### config.mk
export PLATFORM = sky130hd
export DESIGN_NAME = anp_core
export DESIGN_NICKNAME = d
export VERILOG_FILES = /design/src/core/anp_pkg.sv /design/src/core/anp_core.sv /design/src/core/anp_sync.sv
export SDC_FILE = /design/constraint.sdc
export NUM_CORES = 1
export LEC_CHECK = 0
export BUFFER_PORTS_ARGS = -buffer_cell sky130_fd_sc_hd__buf_2
export CAP_MARGIN = 25
export CORE_MARGIN = 3
export CORE_UTILIZATION = 54
export CTS_CLUSTER_DIAMETER = 80
export DETAILED_ROUTE_END_ITERATION = 7
export HOLD_SLACK_MARGIN = 0.06
export MAX_ROUTING_LAYER = met4
export PLACE_DENSITY_LB_ADDON = 0.05
export SLEW_MARGIN = 20
export SYNTH_ARGS = -nofsm -noshare
export SYNTH_HDL_FRONTEND = slang
export SYNTH_SLANG_ARGS = --single-unit
export TNS_END_PERCENT = 20
### constraint.sdc
create_clock -name hclk -period 3.6 [get_ports hclk]
set_input_delay 0 -clock hclk [delete_from_list [all_inputs] [get_ports hclk]]
set_output_delay 0 -clock hclk [all_outputs]
set_load 0.03 [all_outputs]
### src/core/anp_pkg.sv
// anp_pkg: constants and shared types of the negotiation and parallel detect block
package anp_pkg;

	// ************************************************************
	// register word indices (byte address is four times the index)
	// ************************************************************
	localparam logic [4:0]  ANP_IDX_CTRL    = 5'h00;
	localparam logic [4:0]  ANP_IDX_STAT    = 5'h01;
	localparam logic [4:0]  ANP_IDX_ADV     = 5'h04;
	localparam logic [4:0]  ANP_IDX_LPA     = 5'h05;
	localparam logic [4:0]  ANP_IDX_EXP     = 5'h06;
	localparam logic [4:0]  ANP_IDX_QSTAT   = 5'h11;
	localparam logic [4:0]  ANP_IDX_RFLT    = 5'h13;

	// ************************************************************
	// field positions
	// ************************************************************
	localparam int          ANP_CTL_SWRST   = 15;
	localparam int          ANP_CTL_ANEN    = 12;
	localparam int          ANP_CTL_RESTART = 9;
	localparam int          ANP_ST_COMPLETE = 5;
	localparam int          ANP_ST_RFAULT   = 4;
	localparam int          ANP_ST_ANABLE   = 3;
	localparam int          ANP_ST_LINK     = 2;
	localparam int          ANP_AB_10HD     = 5;
	localparam int          ANP_AB_10FD     = 6;
	localparam int          ANP_AB_100HD    = 7;
	localparam int          ANP_AB_100FD    = 8;
	localparam int          ANP_AB_T4       = 9;
	localparam int          ANP_AB_RF       = 13;
	localparam int          ANP_EXP_LPABLE  = 0;
	localparam int          ANP_EXP_PDFAULT = 4;
	localparam int          ANP_QS_LINK     = 0;
	localparam int          ANP_QS_RF       = 1;
	localparam int          ANP_QS_SIGNONE  = 3;
	localparam int          ANP_QS_COMPLETE = 4;
	localparam int          ANP_QS_PROG_LSB = 8;
	localparam int          ANP_QS_FULLDUP  = 14;
	localparam int          ANP_QS_SPEED100 = 15;
	localparam int          ANP_RFLT_BIT    = 13;

	// ************************************************************
	// reset values and masks
	// ************************************************************
	localparam logic [15:0] ANP_STAT_CAPS   = 16'h7800;
	localparam logic [15:0] ANP_ADV_RESET   = 16'h01e1;
	localparam logic [15:0] ANP_ADV_WMASK   = 16'h21ff;

	// ************************************************************
	// progress monitor codes (higher means further along)
	// ************************************************************
	localparam logic [2:0]  ANP_PROG_IDLE   = 3'h0;
	localparam logic [2:0]  ANP_PROG_ABIL   = 3'h1;
	localparam logic [2:0]  ANP_PROG_ACK    = 3'h2;
	localparam logic [2:0]  ANP_PROG_LCHK   = 3'h3;
	localparam logic [2:0]  ANP_PROG_DONE   = 3'h4;

	// ************************************************************
	// timing and bus codes
	// ************************************************************
	localparam int          ANP_NEG_TIME_MS = 500;
	localparam int          ANP_CLK_KHZ     = 40000;
	localparam int          ANP_NEG_CYCLES  = ANP_NEG_TIME_MS * ANP_CLK_KHZ;
	localparam int          ANP_TIMER_W     = 25;
	localparam logic [1:0]  ANP_HTRANS_NSEQ = 2'h2;
	localparam logic        ANP_HRESP_OKAY  = 1'b0;

	// ************************************************************
	// types
	// ************************************************************
	typedef enum logic [2:0] {
		ANP_ARB_IDLE = 3'h0,
		ANP_ARB_ABIL = 3'h1,
		ANP_ARB_ACK  = 3'h3,
		ANP_ARB_LCHK = 3'h2,
		ANP_ARB_DONE = 3'h6
	} anp_arb_e;

	typedef struct packed {
		logic flp;
		logic nlp;
		logic idle100;
		logic signal;
		logic link_ok;
	} anp_media_s;

	typedef struct packed {
		logic en_100tx;
		logic en_10t;
		logic full_duplex;
	} anp_tech_s;

endpackage

### src/core/anp_core.sv
// anp_core: negotiation arbitration, parallel detect and progress monitor with an ahb-lite register slave
//
// Operation
// [RULE1] no burst reply: parallel detect, clear partner_negotiation_capable
// [RULE2] parallel detect sets partner bit 5.5 or 5.7
// [RULE3] parallel detect success sets complete bit
// [RULE4] enable only the detected technology
// [RULE5] link pulses only: partner is 10 only
// [RULE6] scrambled idles: non-negotiating 100 partner
// [RULE7] burst reply sets partner_negotiation_capable
// [RULE8] no receive signal sets signal-absent bit
// [RULE9] several indications: no technology, detect fault
// [RULE10] partner remote fault sets all fault bits
// [RULE11] local link fault advertises remote fault
// [RULE12] negotiate at power-up and on request
// [RULE13] any reset idles machines, clears progress
// [RULE14] restart idles machines, keeps progress bits
// [RULE15] progress changes on read, reset, advance
// [RULE16] progress field only moves upward
// [RULE17] after complete only read or reset
// [RULE18] restart on link fail, restart bit, toggle
// [RULE19] negotiation bounded by five hundred milliseconds
// [RULE20] management polls complete and link status
// [RULE21] resolve mode by fixed priority order
// [RULE22] bursts from advert, partner word stored
// [RULE23] complete mirrored into consolidated status
// [RULE24] restart bit clears itself once begun
`timescale 1ns/10ps

module anp_core
	import anp_pkg::*;
#(
	parameter int NEG_LIMIT = ANP_NEG_CYCLES
) (
	// clock and reset
	input  wire logic        hclk,
	input  wire logic        hresetn,
	// ahb-lite slave
	input  wire logic        hsel,
	input  wire logic [31:0] haddr,
	input  wire logic [1:0]  htrans,
	input  wire logic        hwrite,
	input  wire logic [2:0]  hsize,
	input  wire logic [31:0] hwdata,
	input  wire logic        hready,
	output logic             hreadyout,
	output logic      [31:0] hrdata,
	output logic             hresp,
	// media side indications (pins) and decoded partner word
	input  wire anp_media_s  media_raw,
	input  wire logic [15:0] lp_word,
	input  wire logic        lp_word_valid,
	// technology control and burst source
	output anp_tech_s        tech,
	output logic      [15:0] flp_tx_word,
	output logic             flp_tx_on,
	output logic             an_complete
);

	typedef struct packed {
		logic                   hreadyout;
		logic [31:0]            hrdata;
		logic                   hresp;
		logic                   dp_write;
		logic                   dp_read;
		logic                   dp_hit;
		logic [4:0]             dp_idx;
		logic                   an_enable;
		logic                   restart_bit;
		logic                   start_pend;
		logic [15:0]            adv;
		logic [15:0]            lpa;
		logic                   lp_able;
		logic                   pd_fault;
		anp_arb_e               arb;
		logic [2:0]             progress;
		logic                   complete;
		logic                   sig_none;
		logic                   rfault;
		logic                   link_fault;
		logic                   tx_flp;
		anp_tech_s              tech;
		logic [ANP_TIMER_W-1:0] timer;
	} anp_state_s;

	localparam anp_state_s ST_RESET = '{
		hreadyout: 1'b1, hrdata: 32'h0000_0000, hresp: ANP_HRESP_OKAY,
		dp_write: 1'b0, dp_read: 1'b0, dp_hit: 1'b0, dp_idx: 5'h00,
		an_enable: 1'b1, restart_bit: 1'b0, start_pend: 1'b1,
		adv: ANP_ADV_RESET, lpa: 16'h0000, lp_able: 1'b0, pd_fault: 1'b0,
		arb: ANP_ARB_IDLE, progress: ANP_PROG_IDLE, complete: 1'b0,
		sig_none: 1'b0, rfault: 1'b0, link_fault: 1'b0, tx_flp: 1'b0,
		tech: 3'h0, timer: '0
	};
	localparam logic [ANP_TIMER_W-1:0] TIMER_END = ANP_TIMER_W'(NEG_LIMIT - 1);

	anp_state_s       s;
	anp_state_s       next_s;
	anp_media_s       m;
	logic [4:0]       media_q;
	logic             addr_fire;
	logic             restart_ev;
	logic             rd_qstat;
	logic             sw_reset;
	logic [1:0]       ind_cnt;
	logic [2:0]       prog_new;

	// ************************************************************
	// helpers
	// ************************************************************

	// progress code of an arbitration state
	function automatic logic [2:0] prog_code(input anp_arb_e a);
		case (a)
			ANP_ARB_ABIL: prog_code = ANP_PROG_ABIL;
			ANP_ARB_ACK:  prog_code = ANP_PROG_ACK;
			ANP_ARB_LCHK: prog_code = ANP_PROG_LCHK;
			ANP_ARB_DONE: prog_code = ANP_PROG_DONE;
			default:      prog_code = ANP_PROG_IDLE;
		endcase
	endfunction

	// highest common technology; no t4 datapath exists, so t4 enables nothing
	function automatic anp_tech_s resolve(input logic [15:0] c);
		resolve = '0;
		if (c[ANP_AB_100FD]) begin
			resolve = '{en_100tx: 1'b1, en_10t: 1'b0, full_duplex: 1'b1}; // RULE21
		end else if (c[ANP_AB_T4]) begin
			resolve = '0;
		end else if (c[ANP_AB_100HD]) begin
			resolve = '{en_100tx: 1'b1, en_10t: 1'b0, full_duplex: 1'b0};
		end else if (c[ANP_AB_10FD]) begin
			resolve = '{en_100tx: 1'b0, en_10t: 1'b1, full_duplex: 1'b1};
		end else if (c[ANP_AB_10HD]) begin
			resolve = '{en_100tx: 1'b0, en_10t: 1'b1, full_duplex: 1'b0};
		end
	endfunction

	// register read decode; unmapped words read as zero
	function automatic logic [15:0] rd_word(input anp_state_s st, input logic [4:0] idx, input logic lnk);
		logic lk;
		lk      = lnk && st.complete;
		rd_word = 16'h0000;
		case (idx)
			ANP_IDX_CTRL: begin
				rd_word[ANP_CTL_ANEN]    = st.an_enable;
				rd_word[ANP_CTL_RESTART] = st.restart_bit;
			end
			ANP_IDX_STAT: begin
				rd_word                  = ANP_STAT_CAPS;
				rd_word[ANP_ST_COMPLETE] = st.complete;
				rd_word[ANP_ST_RFAULT]   = st.rfault;
				rd_word[ANP_ST_ANABLE]   = 1'b1;
				rd_word[ANP_ST_LINK]     = lk;
			end
			ANP_IDX_ADV: rd_word = st.adv;
			ANP_IDX_LPA: rd_word = st.lpa;
			ANP_IDX_EXP: begin
				rd_word[ANP_EXP_LPABLE]  = st.lp_able;
				rd_word[ANP_EXP_PDFAULT] = st.pd_fault;
			end
			ANP_IDX_QSTAT: begin
				rd_word[ANP_QS_SPEED100] = st.tech.en_100tx;
				rd_word[ANP_QS_FULLDUP]  = st.tech.full_duplex;
				rd_word[ANP_QS_PROG_LSB+:3] = st.progress;
				rd_word[ANP_QS_COMPLETE] = st.complete; // RULE23
				rd_word[ANP_QS_SIGNONE]  = st.sig_none;
				rd_word[ANP_QS_RF]       = st.rfault;
				rd_word[ANP_QS_LINK]     = lk;
			end
			ANP_IDX_RFLT: rd_word[ANP_RFLT_BIT] = st.rfault;
			default: rd_word = 16'h0000;
		endcase
	endfunction

	// ************************************************************
	// media synchroniser
	// ************************************************************
	anp_sync #(
		.W($bits(anp_media_s))
	) u_sync (
		.hclk    (hclk),
		.hresetn (hresetn),
		.din     (media_raw),
		.dout    (media_q)
	);

	assign m         = anp_media_s'(media_q);
	assign addr_fire = hsel && hready && (htrans == ANP_HTRANS_NSEQ);
	assign ind_cnt   = {1'b0, m.flp} + {1'b0, m.nlp} + {1'b0, m.idle100};

	// ************************************************************
	// next-state logic
	// ************************************************************

	// bus first, then restart sources, then arbitration, then progress
	always_comb begin
		anp_state_s rst_v;
		rst_v       = ST_RESET;
		next_s      = s;
		restart_ev  = 1'b0;
		rd_qstat    = 1'b0;
		sw_reset    = 1'b0;
		prog_new    = ANP_PROG_IDLE;
		next_s.dp_write    = 1'b0;
		next_s.dp_read     = 1'b0;
		next_s.hreadyout   = 1'b1;
		next_s.restart_bit = 1'b0; // RULE24

		// reads take one wait state so a preceding write is always seen
		if (s.dp_read) begin
			next_s.hrdata = {16'h0000, s.dp_hit ? rd_word(s, s.dp_idx, m.link_ok) : 16'h0000};
			rd_qstat      = s.dp_hit && (s.dp_idx == ANP_IDX_QSTAT);
			if (s.dp_hit && (s.dp_idx == ANP_IDX_EXP)) begin
				next_s.pd_fault = 1'b0; // a new fault below still sets it
			end
		end
		if (addr_fire) begin
			next_s.dp_idx    = haddr[6:2];
			next_s.dp_hit    = (haddr[31:7] == 25'h0) && (haddr[1:0] == 2'h0);
			next_s.dp_write  = hwrite;
			next_s.dp_read   = !hwrite;
			next_s.hreadyout = hwrite;
		end

		// write data phase
		if (s.dp_write && s.dp_hit) begin
			case (s.dp_idx)
				ANP_IDX_CTRL: begin
					sw_reset         = hwdata[ANP_CTL_SWRST];
					next_s.an_enable = hwdata[ANP_CTL_ANEN];
					if (hwdata[ANP_CTL_ANEN] && (!s.an_enable || hwdata[ANP_CTL_RESTART])) begin
						restart_ev         = 1'b1; // RULE18
						next_s.restart_bit = hwdata[ANP_CTL_RESTART];
					end
				end
				ANP_IDX_ADV: next_s.adv = (hwdata[15:0] & ANP_ADV_WMASK) | (s.adv & ~ANP_ADV_WMASK);
				default: next_s.adv = next_s.adv;
			endcase
		end

		// link loss after completion restarts and flags a local fault
		if ((s.arb == ANP_ARB_DONE) && !m.link_ok) begin
			restart_ev        = 1'b1; // RULE18
			next_s.link_fault = 1'b1;
		end
		if ((s.arb != ANP_ARB_IDLE) && (s.arb != ANP_ARB_DONE)) begin
			next_s.timer = s.timer + 1'b1;
			if (s.timer == TIMER_END) begin
				restart_ev = 1'b1; // RULE19
			end
		end

		// arbitration
		if (!next_s.an_enable) begin
			next_s.arb      = ANP_ARB_IDLE;
			next_s.tech     = '0;
			next_s.complete = 1'b0;
		end else if (restart_ev) begin
			next_s.arb        = ANP_ARB_IDLE; // RULE14
			next_s.start_pend = 1'b1;
			next_s.tech       = '0;
			next_s.complete   = 1'b0;
			next_s.timer      = '0;
		end else begin
			case (s.arb)
				ANP_ARB_IDLE: begin
					if (s.start_pend) begin
						next_s.arb        = ANP_ARB_ABIL; // RULE12
						next_s.start_pend = 1'b0;
						next_s.timer      = '0;
					end
				end
				ANP_ARB_ABIL: begin
					next_s.sig_none = !m.signal; // RULE8
					if (ind_cnt > 2'h1) begin
						next_s.pd_fault = 1'b1; // RULE9
						next_s.tech     = '0;
					end else if (m.flp) begin
						next_s.lp_able = 1'b1; // RULE7
						next_s.arb     = ANP_ARB_ACK;
					end else if (m.nlp) begin
						next_s.lp_able = 1'b0; // RULE1 RULE5
						next_s.lpa     = 16'h0000;
						next_s.lpa[ANP_AB_10HD] = 1'b1; // RULE2
						next_s.tech    = '{en_100tx: 1'b0, en_10t: 1'b1, full_duplex: 1'b0}; // RULE4
						next_s.arb     = ANP_ARB_LCHK;
					end else if (m.idle100) begin
						next_s.lp_able = 1'b0; // RULE6
						next_s.lpa     = 16'h0000;
						next_s.lpa[ANP_AB_100HD] = 1'b1; // RULE2
						next_s.tech    = '{en_100tx: 1'b1, en_10t: 1'b0, full_duplex: 1'b0}; // RULE4
						next_s.arb     = ANP_ARB_LCHK;
					end
				end
				ANP_ARB_ACK: begin
					if (lp_word_valid) begin
						next_s.lpa    = lp_word; // RULE22
						next_s.rfault = lp_word[ANP_AB_RF]; // RULE10
						next_s.tech   = resolve(s.adv & lp_word); // RULE21
						next_s.arb    = ANP_ARB_LCHK;
					end
				end
				ANP_ARB_LCHK: begin
					if (m.link_ok) begin
						next_s.arb        = ANP_ARB_DONE;
						next_s.complete   = 1'b1; // RULE3
						next_s.link_fault = 1'b0;
					end
				end
				ANP_ARB_DONE: next_s.arb = ANP_ARB_DONE;
				default: next_s.arb = ANP_ARB_IDLE;
			endcase
		end

		// hardware set of the advertised fault wins over a software write
		if (next_s.link_fault) begin
			next_s.adv[ANP_AB_RF] = 1'b1; // RULE11
		end
		next_s.tx_flp = (next_s.arb == ANP_ARB_ABIL) || (next_s.arb == ANP_ARB_ACK);

		// progress monitor: a read reloads it, otherwise it only climbs
		prog_new = prog_code(next_s.arb);
		if (rd_qstat) begin
			next_s.progress = prog_new; // RULE15 RULE17
		end else if (prog_new > s.progress) begin
			next_s.progress = prog_new; // RULE16
		end

		// software reset keeps only the bus handshake
		if (sw_reset) begin
			rst_v.hreadyout = next_s.hreadyout; // RULE13
			rst_v.hrdata    = next_s.hrdata;
			rst_v.dp_write  = next_s.dp_write;
			rst_v.dp_read   = next_s.dp_read;
			rst_v.dp_hit    = next_s.dp_hit;
			rst_v.dp_idx    = next_s.dp_idx;
			next_s          = rst_v;
		end
	end

	// state register
	always_ff @(posedge hclk or negedge hresetn) begin
		if (!hresetn) begin
			s <= ST_RESET; // RULE13
		end else begin
			s <= next_s;
		end
	end

	// outputs straight from state
	assign hreadyout   = s.hreadyout;
	assign hrdata      = s.hrdata;
	assign hresp       = s.hresp;
	assign tech        = s.tech;
	assign flp_tx_word = s.adv; // RULE22
	assign flp_tx_on   = s.tx_flp;
	assign an_complete = s.complete;
endmodule

### src/core/anp_sync.sv
// anp_sync: three-stage synchroniser for pin-level media indications
`timescale 1ns/10ps

module anp_sync
	import anp_pkg::*;
#(
	parameter int W = 5
) (
	// clock and reset
	input  wire logic         hclk,
	input  wire logic         hresetn,
	// raw pins and filtered result
	input  wire logic [W-1:0] din,
	output logic      [W-1:0] dout
);

	typedef struct packed {
		logic [W-1:0] ff1;
		logic [W-1:0] ff2;
		logic [W-1:0] ff3;
		logic [W-1:0] q;
	} anp_sync_s;

	anp_sync_s s;
	anp_sync_s next_s;

	// ff1 feeds only ff2; a bit moves only once ff2 and ff3 agree,
	// which drops single-cycle glitches at the cost of one more cycle
	always_comb begin
		next_s     = s;
		next_s.ff1 = din;
		next_s.ff2 = s.ff1;
		next_s.ff3 = s.ff2;
		next_s.q   = (s.ff3 & ~(s.ff2 ^ s.ff3)) | (s.q & (s.ff2 ^ s.ff3));
	end

	// state register
	always_ff @(posedge hclk or negedge hresetn) begin
		if (!hresetn) begin
			s <= '0;
		end else begin
			s <= next_s;
		end
	end

	assign dout = s.q;

endmodule
==> flow_results.xml, run 1 <==
<?xml version="1.0" encoding="UTF-8"?>
<metrics>
  <group name="run_status">
    <metric name="status" unit="">finished, final reports clean</metric>
  </group>
  <group name="finish">
    <metric name="post_route_cells_drive_above_1_share" unit="%">24.5</metric>
    <metric name="fillerInstances" unit="">868</metric>
    <metric name="flow.area_growth_from_synthesis" unit="%">24.1</metric>
    <metric name="num_antenna_cells" unit="">0</metric>
    <metric name="regArea" unit="µm²">2890</metric>
    <metric name="instances_no_fill" unit="">902</metric>
    <metric name="multi_input_area" unit="µm²">2650</metric>
    <metric name="finalCoreUtilization" unit="%">69.3</metric>
    <metric name="final_nets" unit="">850</metric>
    <metric name="finalInstanceArea" unit="µm²">7580</metric>
  </group>
  <group name="floorplan">
    <metric name="floorplan.initialDensity" unit="%">55.8</metric>
    <metric name="die_height" unit="µm">112</metric>
    <metric name="floorplan.core_area" unit="µm²">10900</metric>
    <metric name="placementRows" unit="">38</metric>
    <metric name="die-area" unit="µm²">12600</metric>
    <metric name="boundaryPins" unit="">151</metric>
    <metric name="chipWidth" unit="µm">112</metric>
  </group>
  <group name="critical_path">
    <metric name="worstSetupPathDepth" unit="">11</metric>
    <metric name="worst-setup-path-type" unit="">reg2reg</metric>
    <metric name="crit_startpoint" unit="">s[38]</metric>
    <metric name="crit_path_end" unit="">s[33]</metric>
    <metric name="critPathMaxStageDelay" unit="ns">0.62</metric>
    <metric name="worst_ep_required_time" unit="ns">3.90</metric>
    <metric name="worst_ep_arrival_time" unit="ns">3.70</metric>
    <metric name="worstRegToRegCells" unit="">11</metric>
    <metric name="end_kind" unit="">register</metric>
    <metric name="cp_max_fo" unit="">11</metric>
    <metric name="worst_setup_path_start_kind" unit="">register</metric>
    <metric name="worstPathBufferInverterCount" unit="">0</metric>
    <metric name="regToRegEndpoint" unit="">s[33]</metric>
    <metric name="reg2reg_setup_slack" unit="ns">0.21</metric>
    <metric name="crit_chain" unit="">xor2_2 &gt; o2111ai_4 &gt; or4_1 &gt; nand2_1 &gt; nor2_1 &gt; ha_1 &gt; nor2b_1 &gt; o21ai_0 &gt; a32oi_1 &gt; or2_2 &gt; a41o_1</metric>
    <metric name="timing.critical_path.max_delay_family" unit="">simple AND/OR/NAND/NOR gates</metric>
    <metric name="crit_slowest_cell" unit="">or4_1</metric>
    <metric name="timing.rr.start" unit="">s[38]</metric>
  </group>
  <group name="timing">
    <metric name="fmax" unit="MHz">295</metric>
    <metric name="final_max_slew_viol_count" unit="">0</metric>
    <metric name="final.hold.worst_slack" unit="ns">0.0808</metric>
    <metric name="finalCriticalPeriod" unit="ns">3.39</metric>
    <metric name="timing.max_slew.rel_slack" unit="%">46.4</metric>
    <metric name="setup-violations-final" unit="">0</metric>
    <metric name="timing.clock.skew" unit="ns">0.00787</metric>
    <metric name="fin_ws" unit="ns">0.205</metric>
    <metric name="timing.final.crit_share" unit="%">94.3</metric>
    <metric name="hold_violations" unit="">0</metric>
    <metric name="setup_tns_final" unit="ns">0</metric>
    <metric name="tightestPinTransition" unit="ns">0.803</metric>
    <metric name="grt_setup_unrepaired" unit="">false</metric>
  </group>
  <group name="job">
    <metric name="max_cap_violations" unit="">0</metric>
  </group>
  <group name="place">
    <metric name="finalWeightedCongestion" unit="">0.876</metric>
    <metric name="dp.final_hpwl" unit="µm">10500</metric>
    <metric name="place_ws" unit="ns">0.258</metric>
    <metric name="buffer_ports.inserted" unit="">105</metric>
    <metric name="placed_area" unit="µm²">6460</metric>
    <metric name="post-place-cells" unit="">819</metric>
  </group>
  <group name="synthesis">
    <metric name="yosysMostFrequentCell" unit="">dfrtp_1</metric>
    <metric name="yosys_warnings" unit="">0</metric>
    <metric name="postSynthAreaPerCell" unit="µm²">9.85</metric>
    <metric name="postSynthCellCount" unit="">620</metric>
    <metric name="synth_cell_types" unit="">73</metric>
    <metric name="synth_top_cells_by_count" unit="">dfrtp_1 (107), nand2_1 (70), buf_4 (53)</metric>
    <metric name="ys_top_cells_by_area" unit="">dfrtp_1 (44%), buf_4 (6.5%), nand2_1 (4.3%)</metric>
    <metric name="mapped_cell_area" unit="µm²">6110</metric>
    <metric name="post_synthesis_sequential_area_ratio" unit="%">47.3</metric>
    <metric name="async_reset_ff_share" unit="%">100</metric>
    <metric name="yosysTopAreaCellShare" unit="%">43.8</metric>
    <metric name="synth_top_cell_by_area" unit="">dfrtp_1</metric>
    <metric name="ys_seq_elements" unit="">115</metric>
    <metric name="number_of_synthesized_flops_with_an_enable_pin" unit="">0</metric>
    <metric name="synth_ff_type" unit="">dfrtp_1</metric>
  </group>
  <group name="global_routing">
    <metric name="grt_overflow" unit="">0</metric>
    <metric name="grt_pass1_vias" unit="">5078</metric>
    <metric name="groute.usage.overall" unit="%">26.3</metric>
    <metric name="largest_net_degree_at_the_start_of_global_routing" unit="">43</metric>
    <metric name="grt_first_pass_wirelength" unit="µm">25400</metric>
    <metric name="grt_antenna_before_repair" unit="">0</metric>
  </group>
  <group name="cts">
    <metric name="clkSinkCount" unit="">115</metric>
    <metric name="worstSkewPairLatency" unit="ns">0.42</metric>
    <metric name="htree_num_levels" unit="">4</metric>
    <metric name="number_of_buffers_added_for_setup_after_cts" unit="">0</metric>
    <metric name="cts_hold_buffers" unit="">49</metric>
    <metric name="cts.root.buffer_cell" unit="">clkbuf_16</metric>
    <metric name="numCtsBuffers" unit="">17</metric>
    <metric name="post_cts_resize_count" unit="">0</metric>
    <metric name="clk_path_buf_depth" unit="">2</metric>
    <metric name="cts_tree" unit="">done</metric>
    <metric name="clkTransAtPathRegs" unit="ns">0.06</metric>
  </group>
  <group name="pwr">
    <metric name="design_power_total" unit="mW">4.64</metric>
    <metric name="pwr_density_cell" unit="nW/µm²">612</metric>
    <metric name="irDropWorstVdd" unit="mV">0.480</metric>
    <metric name="pleak" unit="nW">3.40</metric>
  </group>
  <group name="route">
    <metric name="via_per_inst" unit="">5.55</metric>
    <metric name="postRouteAntennaNets" unit="">0</metric>
    <metric name="drt_iter0_drc" unit="">330</metric>
    <metric name="drt_first_pass_iters" unit="">5</metric>
    <metric name="wirelength" unit="µm">15400</metric>
    <metric name="vias" unit="">5006</metric>
    <metric name="remaining_design_rule_violation_count" unit="">0</metric>
    <metric name="wire_per_inst" unit="µm">17.1</metric>
  </group>
  <group name="hold_path">
    <metric name="timing.hold.worst.class" unit="">in2async</metric>
  </group>
</metrics>
## kinds of logic after synthesis
family	share of synthesized area (%)
simple gates	20.4
flops	47.3
buf+inv	10.6
compound gates	10.6
mux	5.63
xor+xnor	3.56
fa+ha+maj	1.84
other cells	0.0614
## sequential cells by signal, summed over array words and instances, names as in the netlist, 3 cells and up
name	count
s	63
hrdata	16
flp_tx_word	10
u_sync.next_s	10
u_sync.dout	5
u_sync.s	5
tech	3
## power breakdown
| part | total (mW) | switching, mW | leakage [nW] | internal, mW |
|---|---|---|---|---|
| logic | 1.20 | 0.693 | 1.65 | 0.510 |
| registers | 1.72 | 0.206 | 1.46 | 1.51 |
| clock network | 1.72 | 0.598 | 0.291 | 1.12 |
| total | 4.64 | 1.50 | 3.40 | 3.14 |
## metal layers
| metal | vias up | GRT usage [%] | part of all wire [%] |
|---|---|---|---|
| li1 | 2376 | - | - |
| met1 | 2419 | 33.5 | 44 |
| met2 | 173 | 40.6 | 48 |
| met3 | 38 | 5.34 | 5.3 |
| met4 | 0 | 12.2 | 3.2 |
| met5 | - | - | 0 |
## how the worst min path moves through the flow
stage / end
floorplan: an_complete
global placement: hrdata[7]
detailed placement: hrdata[6]
CTS: hrdata[6]
global route: hrdata[6]
finish: flp_tx_word[2]
## layout by cell type (no fill, tap or decap), types with 4 or more instances in the layout
cell type / count
and3_1: 5
nor3_1: 13
a21oi_1: 15
conb_1: 23
maj3_1: 5
dfrtp_1: 107
o22ai_1: 16
nor2_1: 50
inv_1: 33
nand2b_1: 5
mux2i_1: 22
and2_1: 6
dfstp_2: 8
mux2_2: 11
clkbuf_16: 17
clkinv_2: 4
o32ai_1: 4
nor4_1: 16
nand4_1: 18
a31oi_1: 5
nand3_1: 21
ha_1: 5
buf_4: 14
nand2_1: 70
nor2b_1: 4
a22oi_1: 9
buf_2: 104
o21ai_0: 9
dlygate4sd3_1: 49
clkinvlp_4: 4
xnor2_1: 22
## area by class of cell
cell class / count / area share, %
sequential: 115 / 38.1
multi-input combinational: 414 / 35.0
timing repair buffer: 168 / 14.9
clock buffer: 19 / 5.98
tap: 140 / 2.31
clock inverter: 13 / 2.08
inverter: 33 / 1.63
No activity file was read; power rests on OpenSTA's default activity.
==> inputs of run 2 (changes only) <==
Settings changed: ABC_CLOCK_PERIOD_IN_PS set to 3600, SYNTH_HIERARCHICAL set to 1.
==> run 2 against run 1 <==
Net effect: clock skew up 0.0010 ns; combinational power down 60%; core utilization up 2.0 points; largest power group is now clock; worst setup slack worse by 0.035 ns; highest routed layer unchanged; final cell count down 3.8%; hold slack better by 0.021 ns; synthesized cell count down 4.2%; count of clock-buffer cells in the layout up 1; clock power up 16%; first-iteration DRC count up 19%.
==> flow_results.xml, run 2 <==
<?xml version="1.0" encoding="UTF-8"?>
<metrics>
  <group name="timing">
    <metric name="hold_violations" unit="">0</metric>
    <metric name="timing.final.crit_share" unit="%">95.3</metric>
    <metric name="grt_setup_unrepaired" unit="">false</metric>
    <metric name="setup-violations-final" unit="">0</metric>
    <metric name="setup_tns_final" unit="ns">0</metric>
    <metric name="timing.clock.skew" unit="ns">0.00891</metric>
    <metric name="finalCriticalPeriod" unit="ns">3.43</metric>
    <metric name="timing.max_slew.rel_slack" unit="%">49.5</metric>
    <metric name="fin_ws" unit="ns">0.170</metric>
    <metric name="tightestPinTransition" unit="ns">0.757</metric>
    <metric name="final_max_slew_viol_count" unit="">0</metric>
    <metric name="fmax" unit="MHz">292</metric>
  </group>
  <group name="route">
    <metric name="remaining_design_rule_violation_count" unit="">0</metric>
    <metric name="postRouteAntennaNets" unit="">0</metric>
    <metric name="wl_met3" unit="µm">908</metric>
    <metric name="vias" unit="">4872</metric>
    <metric name="via_per_inst" unit="">5.61</metric>
    <metric name="route.top_layer_used" unit="">met4</metric>
    <metric name="met2_wirelength" unit="µm">7550</metric>
    <metric name="drt_iter0_drc" unit="">392</metric>
    <metric name="wire_per_inst" unit="µm">17.3</metric>
    <metric name="wirelength" unit="µm">15000</metric>
    <metric name="drt-met1-wl" unit="µm">6240</metric>
    <metric name="drt_first_pass_iters" unit="">5</metric>
  </group>
  <group name="synthesis">
    <metric name="post_synthesis_sequential_area_ratio" unit="%">48.3</metric>
    <metric name="yosysTopAreaCellShare" unit="%">44.8</metric>
    <metric name="yosys_warnings" unit="">6</metric>
    <metric name="async_reset_ff_share" unit="%">100</metric>
    <metric name="postSynthCellCount" unit="">594</metric>
    <metric name="synth_top_cell_by_area" unit="">dfrtp_1</metric>
    <metric name="ys_seq_elements" unit="">115</metric>
    <metric name="postSynthAreaPerCell" unit="µm²">10.1</metric>
    <metric name="number_of_synthesized_flops_with_an_enable_pin" unit="">0</metric>
    <metric name="ys_top_cells_by_area" unit="">dfrtp_1 (45%), buf_4 (7.5%), dfstp_2 (3.5%)</metric>
    <metric name="synth_cell_types" unit="">67</metric>
    <metric name="synth_ff_type" unit="">dfrtp_1</metric>
    <metric name="mapped_cell_area" unit="µm²">5980</metric>
    <metric name="yosysMostFrequentCell" unit="">dfrtp_1</metric>
    <metric name="synth_top_cells_by_count" unit="">dfrtp_1 (107), buf_4 (60), nand2_1 (49)</metric>
  </group>
  <group name="critical_path">
    <metric name="regToRegEndpoint" unit="">s[33]</metric>
    <metric name="timing.critical_path.max_delay_family" unit="">compound AO/OA/AOI/OAI gates</metric>
    <metric name="reg2reg_setup_slack" unit="ns">0.17</metric>
    <metric name="worstRegToRegCells" unit="">12</metric>
    <metric name="worst_setup_path_start_kind" unit="">register</metric>
    <metric name="cp_max_fo" unit="">6</metric>
    <metric name="timing.rr.start" unit="">u_sync/dout[4]</metric>
    <metric name="critPathMaxStageDelay" unit="ns">0.44</metric>
    <metric name="end_kind" unit="">register</metric>
    <metric name="crit_chain" unit="">ha_1 &gt; nand2b_1 &gt; a2111o_1 &gt; a32oi_1 &gt; mux2_2 &gt; or2_1 &gt; ha_1 &gt; nor2b_1 &gt; o21a_1 &gt; o21ai_0 &gt; a21o_1 &gt; o32ai_1</metric>
    <metric name="worst-setup-path-type" unit="">reg2reg</metric>
    <metric name="crit_slowest_cell" unit="">dfrtp_1</metric>
    <metric name="worst_ep_arrival_time" unit="ns">3.84</metric>
    <metric name="worst_ep_required_time" unit="ns">4.01</metric>
    <metric name="timing.critical_path.mode_cell" unit="">ha_1</metric>
    <metric name="worstPathBufferInverterCount" unit="">0</metric>
  </group>
  <group name="floorplan">
    <metric name="chipWidth" unit="µm">111</metric>
    <metric name="placementRows" unit="">37</metric>
    <metric name="boundaryPins" unit="">151</metric>
    <metric name="die-area" unit="µm²">12400</metric>
    <metric name="floorplan.core_area" unit="µm²">10600</metric>
    <metric name="floorplan.initialDensity" unit="%">56.6</metric>
    <metric name="die_height" unit="µm">111</metric>
  </group>
  <group name="cts">
    <metric name="clkTransAtPathRegs" unit="ns">0.06</metric>
    <metric name="htree_num_levels" unit="">4</metric>
    <metric name="numCtsBuffers" unit="">17</metric>
    <metric name="cts_hold_buffers" unit="">55</metric>
    <metric name="post_cts_resize_count" unit="">0</metric>
    <metric name="number_of_buffers_added_for_setup_after_cts" unit="">0</metric>
    <metric name="clkSinkCount" unit="">115</metric>
    <metric name="cts.root.buffer_cell" unit="">clkbuf_8</metric>
    <metric name="worstSkewPairLatency" unit="ns">0.53</metric>
    <metric name="cts_tree" unit="">done</metric>
    <metric name="clk_path_buf_depth" unit="">2</metric>
  </group>
  <group name="place">
    <metric name="finalWeightedCongestion" unit="">0.874</metric>
    <metric name="dp.final_hpwl" unit="µm">9860</metric>
    <metric name="place_ws" unit="ns">0.247</metric>
    <metric name="buffer_ports.inserted" unit="">105</metric>
    <metric name="placed_area" unit="µm²">6260</metric>
  </group>
  <group name="pwr">
    <metric name="pwr_density_cell" unit="nW/µm²">525</metric>
    <metric name="irDropWorstVdd" unit="mV">0.411</metric>
    <metric name="design_power_total" unit="mW">3.96</metric>
    <metric name="pleak" unit="nW">3.50</metric>
  </group>
  <group name="finish">
    <metric name="final_nets" unit="">820</metric>
    <metric name="mostFrequentLayoutCells" unit="">dfrtp_1 (107), buf_2 (104), dlygate4sd3_1 (54), nand2_1 (49), nor2_1 (45)</metric>
    <metric name="flow.area_growth_from_synthesis" unit="%">26.0</metric>
    <metric name="num_antenna_cells" unit="">0</metric>
    <metric name="fillerInstances" unit="">810</metric>
    <metric name="largest_register" unit="">s</metric>
    <metric name="post_route_cells_drive_above_1_share" unit="%">24.7</metric>
    <metric name="finalCoreUtilization" unit="%">71.3</metric>
    <metric name="most_common_cell_after_layout_fill_and_taps_aside" unit="">dfrtp_1</metric>
    <metric name="finalInstanceArea" unit="µm²">7530</metric>
    <metric name="largest_reg_flops" unit="">63</metric>
  </group>
  <group name="global_routing">
    <metric name="largest_net_degree_at_the_start_of_global_routing" unit="">40</metric>
    <metric name="grt_first_pass_wirelength" unit="µm">24600</metric>
    <metric name="grt_antenna_before_repair" unit="">0</metric>
    <metric name="grt_overflow" unit="">0</metric>
    <metric name="grt_pass1_vias" unit="">4935</metric>
    <metric name="groute.usage.overall" unit="%">25.7</metric>
  </group>
  <group name="hold_path">
    <metric name="hold_end" unit="">hreadyout</metric>
    <metric name="worstHoldStart" unit="">hsel</metric>
    <metric name="worst_hold_path.num_cells" unit="">3</metric>
    <metric name="timing.hold.worst.class" unit="">in2reg</metric>
  </group>
  <group name="run_status">
    <metric name="status" unit="">finished, final reports clean</metric>
  </group>
  <group name="job">
    <metric name="max_cap_violations" unit="">0</metric>
  </group>
</metrics>
run 2: cell types whose count changed in the layout (fill, tap and decap cells not counted), moves of 7 or more:
cell | before | now
a21oi_1 | 15 | 22
xor2_1 | 1 | 18
inv_1 | 33 | 24
xnor2_1 | 22 | 5
a22o_1 | 1 | 14
mux2i_1 | 22 | 8
nand2_1 | 70 | 49
nor4_1 | 16 | 8
run 2: how the worst max path moves through the flow:
| stage | endpoint | slack, ns | startpoint | depth (start not counted) |
|---|---|---|---|---|
| 2_1_floorplan | s[33] | 0.49 | u_sync/dout[2] | 13 |
| 3_3_place_gp | s[35] | 0.38 | u_sync/dout[4] | 12 |
| 3_5_place_dp | s[33] | 0.25 | u_sync/dout[4] | 12 |
| 4_1_cts | s[33] | 0.21 | u_sync/dout[2] | 12 |
| 5_1_grt | s[33] | 0.01 | u_sync/dout[4] | 12 |
| 6_report | s[33] | 0.17 | u_sync/dout[4] | 12 |
run 2: cell type report:
| cell class | instances | area, µm² | share of cell area [%] |
|---|---|---|---|
| clock buffer | 20 | 455 | 6.05 |
| timing repair buffer | 168 | 1150 | 15.3 |
| inverter | 25 | 93.8 | 1.25 |
| tap | 136 | 170 | 2.26 |
| clock inverter | 12 | 250 | 3.32 |
| sequential | 115 | 2890 | 38.3 |
| multi-input combinational | 392 | 2520 | 33.5 |
run 2: stage by stage:
stage / hold slack (ns) / instances
global route: 0.0953 / 868
floorplan: -0.296 / 616
global placement: 0.0242 / 781
detailed placement: 0.0247 / 781
finish: 0.101 / 868
CTS: 0.0821 / 868
run 2: worst register-to-register path: stages (launching register included):
cell and delay (ns):
dfrtp_1 0.44, ha_1 0.33, nand2b_1 0.17, a2111o_1 0.40, a32oi_1 0.35, mux2_2 0.40
or2_1 0.22, ha_1 0.18, nor2b_1 0.10, o21a_1 0.11, o21ai_0 0.10, a21o_1 0.23
o32ai_1 0.27
run 2: report_power, final:
part / leakage, nW / internal, mW / total (mW) / switching [mW]
Combinational: 1.68 / 0.231 / 0.483 / 0.252
Clock: 0.334 / 1.39 / 1.99 / 0.599
Sequential: 1.48 / 1.38 / 1.49 / 0.101
run 2: routing by layer:
layer | track usage (%) | vias to the layer above
met5 | - | -
met4 | 10.1 | 0
met3 | 6.82 | 26
met2 | 41.1 | 177
met1 | 31.4 | 2371
li1 | - | 2298
run 2: cells by family (layout without fill, tap and decap cells):
logic type	Yosys count	count (layout)	share of synthesized area, %
and+or+nand+nor	208	208	18.1
xor gates and xnor gates	24	24	3.64
muxes	22	22	3.98
adders and majority gates	10	10	1.99
other	1	23	0.0627
buffers and inverters	109	225	10.9
AOI/OAI and AO/OA	105	105	13.0
DFF	115	115	48.3
